==> config.mk <==
export PLATFORM = sky130hd
export DESIGN_NAME = pod_top
export DESIGN_NICKNAME = d
export VERILOG_FILES = /design/src/include/pod_pkg.sv /design/src/design/pod_req_qual.sv /design/src/design/pod_top.sv
export SDC_FILE = /design/constraint.sdc
export NUM_CORES = 1
export LEC_CHECK = 0
export BUFFER_PORTS_ARGS = -buffer_cell sky130_fd_sc_hd__buf_2
export CELL_PAD_IN_SITES_DETAIL_PLACEMENT = 0
export CELL_PAD_IN_SITES_GLOBAL_PLACEMENT = 2
export CORE_MARGIN = 1.5
export CORE_UTILIZATION = 30
export CTS_CLUSTER_DIAMETER = 150
export DETAILED_ROUTE_END_ITERATION = 8
export PLACE_DENSITY_LB_ADDON = 0.1
export SLEW_MARGIN = 5
export SYNTH_ARGS = -nofsm -noshare
export SYNTH_HDL_FRONTEND = slang
export SYNTH_SLANG_ARGS = --single-unit
==> constraint.sdc <==
create_clock -name clk -period 1.48 [get_ports clk]
set_input_delay 0.074 -clock clk [delete_from_list [all_inputs] [get_ports clk]]
set_output_delay 0.074 -clock clk [all_outputs]
set_load 0.02 [all_outputs]
==> src/include/pod_pkg.sv <==
// Purpose: shared constants and types of the port output disable unit
// Assumes: 32-bit APB register bus, 16-bit registers in the low half-word
// Notes: register offsets are byte addresses on the APB window
package pod_pkg;

  localparam int PADDR_W = 8;
  localparam int NUM_REQ = 4;
  localparam int NUM_PAIR = 3;
  localparam int PRESC_W = 7;
  localparam int SAMPLE_CNT_W = 4;

  // register byte offsets
  localparam logic [PADDR_W-1:0] INPUT_DETECT_OFS = 8'h00;
  localparam logic [PADDR_W-1:0] OUTPUT_SHORT_OFS = 8'h04;

  // input_detect_ctrl_status fields
  localparam int IN_FLAG_LSB = 12;
  localparam int IN_IRQ_EN_BIT = 8;
  localparam int IN_MODE_LSB = 0;
  localparam int IN_MODE_W = 2;
  localparam logic [15:0] INPUT_DETECT_RESET = 16'h0000;

  // output_short_ctrl_status fields
  localparam int SHORT_FLAG_BIT = 15;
  localparam int CMP_EN_BIT = 9;
  localparam int SHORT_IRQ_EN_BIT = 8;
  localparam logic [15:0] OUTPUT_SHORT_RESET = 16'h0000;

  // port e data bits forced high on a short: 15..11 and 9
  localparam logic [15:0] PORT_E_FORCE_MASK = 16'hfa00;

  // low-level qualification: sixteen samples, counter reaches fifteen
  localparam int LOW_SAMPLES = 16;
  localparam logic [SAMPLE_CNT_W-1:0] LOW_LAST =
    SAMPLE_CNT_W'(LOW_SAMPLES - 1);

  // prescaler terminal counts for the three sampling rates
  localparam logic [PRESC_W-1:0] DIV8_MASK = 7'h07;
  localparam logic [PRESC_W-1:0] DIV16_MASK = 7'h0f;
  localparam logic [PRESC_W-1:0] DIV128_MASK = 7'h7f;

  // pair must be low longer than one clock cycle
  localparam int SHORT_MIN_CYCLES = 1;

  typedef enum logic [1:0] {
    POD_MODE_EDGE   = 2'b00,
    POD_MODE_DIV8   = 2'b01,
    POD_MODE_DIV16  = 2'b10,
    POD_MODE_DIV128 = 2'b11
  } pod_mode_t;

endpackage

==> src/design/pod_req_qual.sv <==
// Purpose: one request input: synchroniser, edge and low-level qualifier
// Assumes: sampling strobes are single-cycle pulses on clk
// Notes: hit is a one-cycle pulse from a flip-flop
`timescale 1ns/10ps
module pod_req_qual (
  input logic clk,
  input logic rst_n,
  input logic req_in_n,
  input logic [1:0] mode,
  input logic strobe8,
  input logic strobe16,
  input logic strobe128,
  output logic hit
);
  import pod_pkg::*;

  typedef struct packed {
    logic sync1;
    logic sync2;
    logic prev;
    logic [SAMPLE_CNT_W-1:0] cnt;
    logic hit;
  } pod_qual_t;

  pod_qual_t st_ff;
  pod_qual_t nxt_st;
  pod_mode_t sel;

  always_comb begin
    logic strobe;
    strobe = 1'b0;
    nxt_st = st_ff;
    sel = pod_mode_t'(mode);
    nxt_st.sync1 = req_in_n;
    nxt_st.sync2 = st_ff.sync1;
    nxt_st.prev = st_ff.sync2;
    nxt_st.hit = 1'b0;
    unique case (sel)
      POD_MODE_EDGE: begin
        strobe = 1'b0;
      end
      POD_MODE_DIV8: begin
        strobe = strobe8;
      end
      POD_MODE_DIV16: begin
        strobe = strobe16;
      end
      POD_MODE_DIV128: begin
        strobe = strobe128;
      end
    endcase
    if (sel == POD_MODE_EDGE) begin
      nxt_st.cnt = '0;
      nxt_st.hit = st_ff.prev & ~st_ff.sync2;
    end else if (strobe) begin
      if (st_ff.sync2) begin
        // any high sample breaks the run and restarts it
        nxt_st.cnt = '0;
      end else if (st_ff.cnt == LOW_LAST) begin
        nxt_st.cnt = '0;
        nxt_st.hit = 1'b1;
      end else begin
        nxt_st.cnt = st_ff.cnt + SAMPLE_CNT_W'(1);
      end
    end
  end

  always_ff @(posedge clk or negedge rst_n) begin
    if (!rst_n) begin
      // idle-high pin level so reset release is not seen as an edge
      st_ff <= '{sync1: 1'b1, sync2: 1'b1, prev: 1'b1, cnt: '0, hit: 1'b0};
    end else begin
      st_ff <= nxt_st;
    end
  end

  assign hit = st_ff.hit;

endmodule

==> src/design/pod_top.sv <==
// Purpose: port output disable unit, forces high-current pins to high-z
// Assumes: rst_n is the external power-on reset; other resets do not reach
// Notes: registers on APB, 16-bit data in the low half-word
//
// Overview of operation
// - two-bit mode fields for inputs 2,1,0 at bits 5:4, 3:2, 1:0.
// - mode 00 accepts a request on a high-to-low edge.
// - modes 01/10/11 need sixteen low samples at clk/8, /16, /128.
// - any high sample inside the window rejects the low-level request.
// - an accepted request puts every high-current pin in high impedance.
// - short register: flag bit 15, compare enable 9, interrupt enable 8.
// - short flag sets when any compared pair is low on both pins.
// - short flag clears by writing 0 after reading 1; writing 1 ignored.
// - short triggers high impedance only if interrupt enable is also set.
// - compare and interrupt enable together raise interrupt with high-z.
// - enabling compare while a pair is low sets the flag immediately.
// - short high impedance sets port E data bits 15..11 and 9.
// - compare and interrupt enables reset to 0, disabling their function.
// - short register reserved bits 14..10 and 7..0 read 0.
// - short register clears only on power-on reset.
// - input high impedance releases on reset or all four flags cleared.
// - short high impedance releases after compare off then flag cleared.
// - input flags 15..12 set on requests, clear by 0 after reading 1.
// - input interrupt enable bit 8 requests interrupt when any flag set.
// - input 3 mode field sits at bits 7:6 with same encoding.
// - a pair counts as short only when low longer than one cycle; the write that turns compare on flags a pair low on a single sample.
//
// The APB slave port and the address map were left to the implementer.
`timescale 1ns/10ps
module pod_top (
  input logic clk,
  input logic rst_n,
  input logic psel,
  input logic penable,
  input logic pwrite,
  input logic [pod_pkg::PADDR_W-1:0] paddr,
  input logic [31:0] pwdata,
  input logic [3:0] pstrb,
  output logic pready,
  output logic [31:0] prdata,
  output logic pslverr,
  input logic [pod_pkg::NUM_REQ-1:0] output_disable_request_in_n,
  input logic timer_io_3b,
  input logic timer_io_3d,
  input logic timer_io_4a,
  input logic timer_io_4c,
  input logic timer_io_4b,
  input logic timer_io_4d,
  output logic high_current_hiz,
  output logic input_irq,
  output logic short_irq,
  output logic [15:0] port_e_output_data_set
);
  import pod_pkg::*;

  typedef struct packed {
    logic [NUM_REQ-1:0] in_flag;
    logic [NUM_REQ-1:0] in_armed;
    logic in_irq_en;
    logic [2*NUM_REQ-1:0] mode;
    logic short_flag;
    logic short_armed;
    logic cmp_en;
    logic short_irq_en;
    logic [2*NUM_PAIR-1:0] pin_sync1;
    logic [2*NUM_PAIR-1:0] pin_sync2;
    logic [NUM_PAIR-1:0] pair_low_prev;
    logic short_hiz;
    logic [PRESC_W-1:0] presc;
    logic strobe8;
    logic strobe16;
    logic strobe128;
    logic hiz;
    logic irq_in;
    logic irq_short;
    logic [15:0] pe_set;
    logic pready;
    logic [31:0] prdata;
    logic pslverr;
  } pod_state_t;

  pod_state_t st_ff;
  pod_state_t nxt_st;
  logic [NUM_REQ-1:0] req_hit;

  // address decode, shared by the read mux and the write path
  function automatic logic [1:0] pod_decode(
    input logic [PADDR_W-1:0] addr
  );
    logic [1:0] sel;
    sel = 2'b00;
    if (addr == INPUT_DETECT_OFS) begin
      sel = 2'b01;
    end else if (addr == OUTPUT_SHORT_OFS) begin
      sel = 2'b10;
    end
    return sel;
  endfunction

  genvar gi;
  generate
    for (gi = 0; gi < NUM_REQ; gi++) begin : g_req
      pod_req_qual pod_req_qual_inst (
        .clk(clk),
        .rst_n(rst_n),
        .req_in_n(output_disable_request_in_n[gi]),
        .mode(st_ff.mode[IN_MODE_LSB+IN_MODE_W*gi +: IN_MODE_W]),
        .strobe8(st_ff.strobe8),
        .strobe16(st_ff.strobe16),
        .strobe128(st_ff.strobe128),
        .hit(req_hit[gi])
      );
    end
  endgenerate

  always_comb begin
    logic [1:0] sel;
    logic setup;
    logic access;
    logic wr_in;
    logic wr_sh;
    logic [15:0] rd_in;
    logic [15:0] rd_sh;
    logic [15:0] wd;
    logic [NUM_PAIR-1:0] low_now;
    logic [NUM_PAIR-1:0] low_long;
    logic [NUM_REQ-1:0] in_clr;
    logic short_clr;
    logic short_set;
    logic cmp_en_rise;
    sel = pod_decode(paddr);
    setup = psel & ~penable;
    access = psel & penable & st_ff.pready;
    wr_in = access & pwrite & sel[0];
    wr_sh = access & pwrite & sel[1];
    wd = pwdata[15:0];
    nxt_st = st_ff;

    // register images; reserved bits read as zero
    rd_in = '0;
    rd_in[IN_FLAG_LSB +: NUM_REQ] = st_ff.in_flag;
    rd_in[IN_IRQ_EN_BIT] = st_ff.in_irq_en;
    rd_in[IN_MODE_LSB +: 2*NUM_REQ] = st_ff.mode;
    rd_sh = '0;
    rd_sh[SHORT_FLAG_BIT] = st_ff.short_flag;
    rd_sh[CMP_EN_BIT] = st_ff.cmp_en;
    rd_sh[SHORT_IRQ_EN_BIT] = st_ff.short_irq_en;

    // free-running prescaler, strobes one cycle wide
    nxt_st.presc = st_ff.presc + PRESC_W'(1);
    nxt_st.strobe8 = (st_ff.presc & DIV8_MASK) == DIV8_MASK;
    nxt_st.strobe16 = (st_ff.presc & DIV16_MASK) == DIV16_MASK;
    nxt_st.strobe128 = st_ff.presc == DIV128_MASK;

    // timer pin levels come from pads, so sync before comparing
    nxt_st.pin_sync1 = {timer_io_4d, timer_io_4b, timer_io_4c,
                        timer_io_4a, timer_io_3d, timer_io_3b};
    nxt_st.pin_sync2 = st_ff.pin_sync1;
    for (int p = 0; p < NUM_PAIR; p++) begin
      low_now[p] = ~st_ff.pin_sync2[2*p] & ~st_ff.pin_sync2[2*p+1];
    end
    nxt_st.pair_low_prev = low_now;
    // low on two consecutive samples: longer than one cycle
    low_long = low_now & st_ff.pair_low_prev;

    // apb: answer in the first access cycle, data captured at setup
    nxt_st.pready = setup;
    nxt_st.pslverr = setup & (sel == 2'b00);
    nxt_st.prdata = '0;
    if (setup & ~pwrite) begin
      nxt_st.prdata = {16'h0000, sel[0] ? rd_in : (sel[1] ? rd_sh : 16'h0000)};
    end

    // flag arming: a flag is clearable only after it was read as one
    if (access & ~pwrite & sel[0]) begin
      nxt_st.in_armed = st_ff.prdata[IN_FLAG_LSB +: NUM_REQ];
    end
    if (access & ~pwrite & sel[1]) begin
      nxt_st.short_armed = st_ff.prdata[SHORT_FLAG_BIT];
    end

    // input detect register writes
    in_clr = '0;
    if (wr_in & pstrb[1]) begin
      in_clr = st_ff.in_armed & ~wd[IN_FLAG_LSB +: NUM_REQ];
      nxt_st.in_irq_en = wd[IN_IRQ_EN_BIT];
      nxt_st.in_armed = '0;
    end
    if (wr_in & pstrb[0]) begin
      nxt_st.mode = wd[IN_MODE_LSB +: 2*NUM_REQ];
    end
    // a request in the clearing cycle keeps its flag
    nxt_st.in_flag = req_hit | (st_ff.in_flag & ~in_clr);

    // output short register writes
    short_clr = 1'b0;
    cmp_en_rise = 1'b0;
    if (wr_sh & pstrb[1]) begin
      short_clr = st_ff.short_armed & ~wd[SHORT_FLAG_BIT];
      nxt_st.cmp_en = wd[CMP_EN_BIT];
      nxt_st.short_irq_en = wd[SHORT_IRQ_EN_BIT];
      nxt_st.short_armed = 1'b0;
      cmp_en_rise = ~st_ff.cmp_en & wd[CMP_EN_BIT];
    end
    // a pair already low when compare turns on flags in the same write
    short_set = (st_ff.cmp_en & |low_long)
              | (cmp_en_rise & |low_now);
    nxt_st.short_flag = short_set
                      | (st_ff.short_flag & ~short_clr);

    // short high-z latches; held until compare off and flag cleared
    if (st_ff.short_flag & st_ff.cmp_en & st_ff.short_irq_en) begin
      nxt_st.short_hiz = 1'b1;
    end else if (~st_ff.short_flag & ~st_ff.cmp_en) begin
      nxt_st.short_hiz = 1'b0;
    end
    // port e bits forced high on entry into short high-z
    nxt_st.pe_set = (nxt_st.short_hiz & ~st_ff.short_hiz) ?
                    PORT_E_FORCE_MASK : 16'h0000;

    // input flags hold high-z until all four are cleared
    nxt_st.hiz = (|st_ff.in_flag) | st_ff.short_hiz;
    nxt_st.irq_in = st_ff.in_irq_en & (|st_ff.in_flag);
    // raised alongside the short high-z request
    nxt_st.irq_short = st_ff.short_flag & st_ff.cmp_en
                     & st_ff.short_irq_en;
  end

  // only the power-on reset clears the registers
  always_ff @(posedge clk or negedge rst_n) begin
    if (!rst_n) begin
      st_ff <= '0;
      st_ff.in_irq_en <= INPUT_DETECT_RESET[IN_IRQ_EN_BIT];
      st_ff.cmp_en <= OUTPUT_SHORT_RESET[CMP_EN_BIT];
      st_ff.short_irq_en <= OUTPUT_SHORT_RESET[SHORT_IRQ_EN_BIT];
      st_ff.pin_sync1 <= '1;
      st_ff.pin_sync2 <= '1;
    end else begin
      st_ff <= nxt_st;
    end
  end

  assign pready = st_ff.pready;
  assign prdata = st_ff.prdata;
  assign pslverr = st_ff.pslverr;
  assign high_current_hiz = st_ff.hiz;
  assign input_irq = st_ff.irq_in;
  assign short_irq = st_ff.irq_short;
  assign port_e_output_data_set = st_ff.pe_set;

endmodule

==> results.ini <==
[worst_hold_path]
min-delay-start=pwdata[15]
whs_path_depth=3
hold_end=st_ff[82]$_DFF_PN0_
hold_path.class=primary input to flip-flop

[cts]
cts_sinks=99
clock_latency_ps=340
cts-root-buf=clkbuf_16
cts_max_path_buffers=2
cts.clk_slew.worst_paths_ps=60
cts.htree.levels=3
cts_tree=yes
cts_buffers=9

[power]
powerDensity_nw_per_um2=1020
power.total_uw=5560
leakagePower_uw=0.00255
ir_drop_mv=0.409

[setup_path]
r2r-end=st_ff[79]$_DFFE_PN0P_
critPathKind=primary input to flip-flop
max_stage_delay_ps=560
ff2ff_setup_slack_ps=-110
path_common_cell=or4_4
path_buf_inv=1
timing.rr.start=pready$_DFF_PN0_
crit_arrival_ps=1840
crit_fanout=4
end_kind=flip-flop
crit_family=simple AND/OR/NAND/NOR gates
rr_worst_depth=4
start_kind=primary input
path_cells=buf_6 -> or4_4 -> or4_4 -> or2_4 -> mux2_4
slowest_stage=or4_4
required_ps=1710

[sta]
finalSetupViolations=30
fin_ws_ps=-132
rsz0062_at_grt=yes
finalHoldWorstSlack_ps=35.2
slew_violations=0
final-hold-violation-count=0
min_period_over_period=1.09
fmaxAchievable_mhz=620
finalClockSkew_ps=2.19
finalWorstPathRequiredPeriod_ps=1610

[floorplanning]
core_um2=13900
io_pins=112
die_x_um=123
num_rows=43
initial_utilization=0.307
dieHeight_um=123
die_area_um2=15000

[place]
place_hpwl_mm=6.32
place_ws_ps=-510
portBuffers=63
placed_area_um2=4810
gp_congestion=0.723

[cells_and_area]
final_area_um2=5460
diodes=0
area_growth_pct=27.3
fillers=1379
final_common_cell=dfrtp_1
nNetsFinal=531
final_cell_mix=71 x dfrtp_1, 61 x buf_2, 34 x buf_4
post_route_cells_drive_above_1_share=0.367

[logic_synthesis]
async_reset_ff_frac=1.00
syn-cell-area_um2=4280
synth_seq_cells=99
synth_edf_count=0
synth_cell_types=51
synth_top_area_share=0.438
synth_area_leader_cell=dfrtp_1
ys_top_cells_by_area=dfrtp_1 44%, dfstp_2 15%, buf_4 8.4%
yosysWarnings=0
ys_seq_area_frac=0.585
syn_inst=363
synthFlopType=dfrtp_1
avgSynthCellArea_um2=11.8

[status]
status=complete, but fails checks
violations=setup timing

[routing]
dr.pass1.iters=4
antenna_left=0
drc=0
wirelength_mm=8.83
wire_per_inst_um=13.6
vias=2842
vias_per_cell=4.37
drtIter0Drc=121

[global_routing]
antenna_found_initial=0
grt_pass1_vias=2726
grt_pass1_wl_mm=14.0
overflow=0
grt_max_degree=39
track_usage=0.125

[run]
cap_violations=0

[routing by layer]
metal	part of all wire	GRT usage	wire, um	vias to the layer above
li1	-	-	-	1382
met3	0.040	0.0237	357	11
met1	0.48	0.170	4270	1374
met4	0.022	0.0632	193	0
met2	0.45	0.192	4010	75
met5	0	0	0	-
[worst register-to-register path: stages (launching register included)]
cell	delay (ps)
dfrtp_1	350
nand3_2	100
or4_4	460
or2_4	270
mux2_4	290
[worst max-delay path by stage]
| stage | start | end | slack, ps | depth (start not counted) |
|---|---|---|---|---|
| 4_1_cts | paddr[5] | st_ff[80]$_DFFE_PN0P_ | -110 | 5 |
| 3_5_place_dp | paddr[5] | st_ff[84]$_DFFE_PN0P_ | -510 | 7 |
| 3_3_place_gp | paddr[5] | st_ff[80]$_DFFE_PN0P_ | -480 | 5 |
| 6_report | paddr[5] | st_ff[79]$_DFFE_PN0P_ | -130 | 5 |
| 2_1_floorplan | paddr[5] | st_ff[79]$_DFFE_PN0P_ | -340 | 4 |
| 5_1_grt | pready$_DFF_PN0_ | st_ff[80]$_DFFE_PN0P_ | -160 | 4 |
[cell families (layout without fill, tap and decap cells)]
family / count (synthesis) / count (layout) / synth area share
muxes: 18 / 18 / 0.0476
other: 1 / 28 / 0.000875
and+or+nand+nor: 94 / 95 / 0.129
buffers and inverters: 73 / 153 / 0.107
DFF: 99 / 99 / 0.585
AOI/OAI and AO/OA: 68 / 68 / 0.105
adders and majority gates: 6 / 6 / 0.0175
xor gates and xnor gates: 4 / 4 / 0.00818
[per-stage QoR]
| step | instances | TNS, ps | utilization |
|---|---|---|---|
| 2_1_floorplan | 390 | -6190 | - |
| 3_3_place_gp | 608 | -13350 | 0.345 |
| 3_5_place_dp | 608 | -13880 | 0.345 |
| 4_1_cts | 647 | -1510 | 0.387 |
| 5_1_grt | 651 | -3210 | 0.391 |
| 6_report | 651 | -1780 | 0.391 |
[Yosys cell counts, types with 3 or more instances]
library cell	number
mux2i_1	5
ha_1	6
a22o_1	7
nand3_1	10
xor2_1	3
mux2_2	11
or4b_2	3
nor2_1	14
nor3_1	3
nand2_1	15
nor2b_1	4
o21ai_0	24
dfstp_2	24
buf_4	48
a21oi_1	9
nor4_1	3
nand2b_1	9
nand3b_1	6
a21o_1	8
inv_1	17
clkbuf_1	6
and3_1	4
dfrtp_1	75
o21a_1	4
and2_1	11
[repair_timing]
action,CTS,global route
hold buffers,21,0
cloned,1,0
resized for setup,11,7
setup endpoints to repair,27,33
buffers inserted,1,4
endpoints found under the hold margin,50,0
pin swaps,2,1
[area by class of cell]
cell class	instances	area [um^2]	share of cell area
clock buffer	11	233	0.0427
timing repair buffer	120	842	0.154
multi-input combinational	219	1500	0.275
sequential	99	2510	0.461
clock inverter	5	77.6	0.0142
inverter	17	63.8	0.0117
tap	180	225	0.0413
[state kept, by name, indices dropped and copies added, names as in the netlist, 4 cells and up]
name	cells
g_req.pod_req_qual_inst.nxt_st	8
g_req.pod_req_qual_inst.hit	4
prdata	14
nxt_st	6
st_ff	41
g_req.pod_req_qual_inst.st_ff	20
[report_power, final]
| part | switching [uW] | total (uW) | internal [uW] |
|---|---|---|---|
| combinational | 178 | 297 | 119 |
| sequential | 20.9 | 2800 | 2780 |
| clock | 983 | 2460 | 1480 |
| total | 1180 | 5560 | 4370 |
Note: power is estimated with default switching activity, not from simulation.
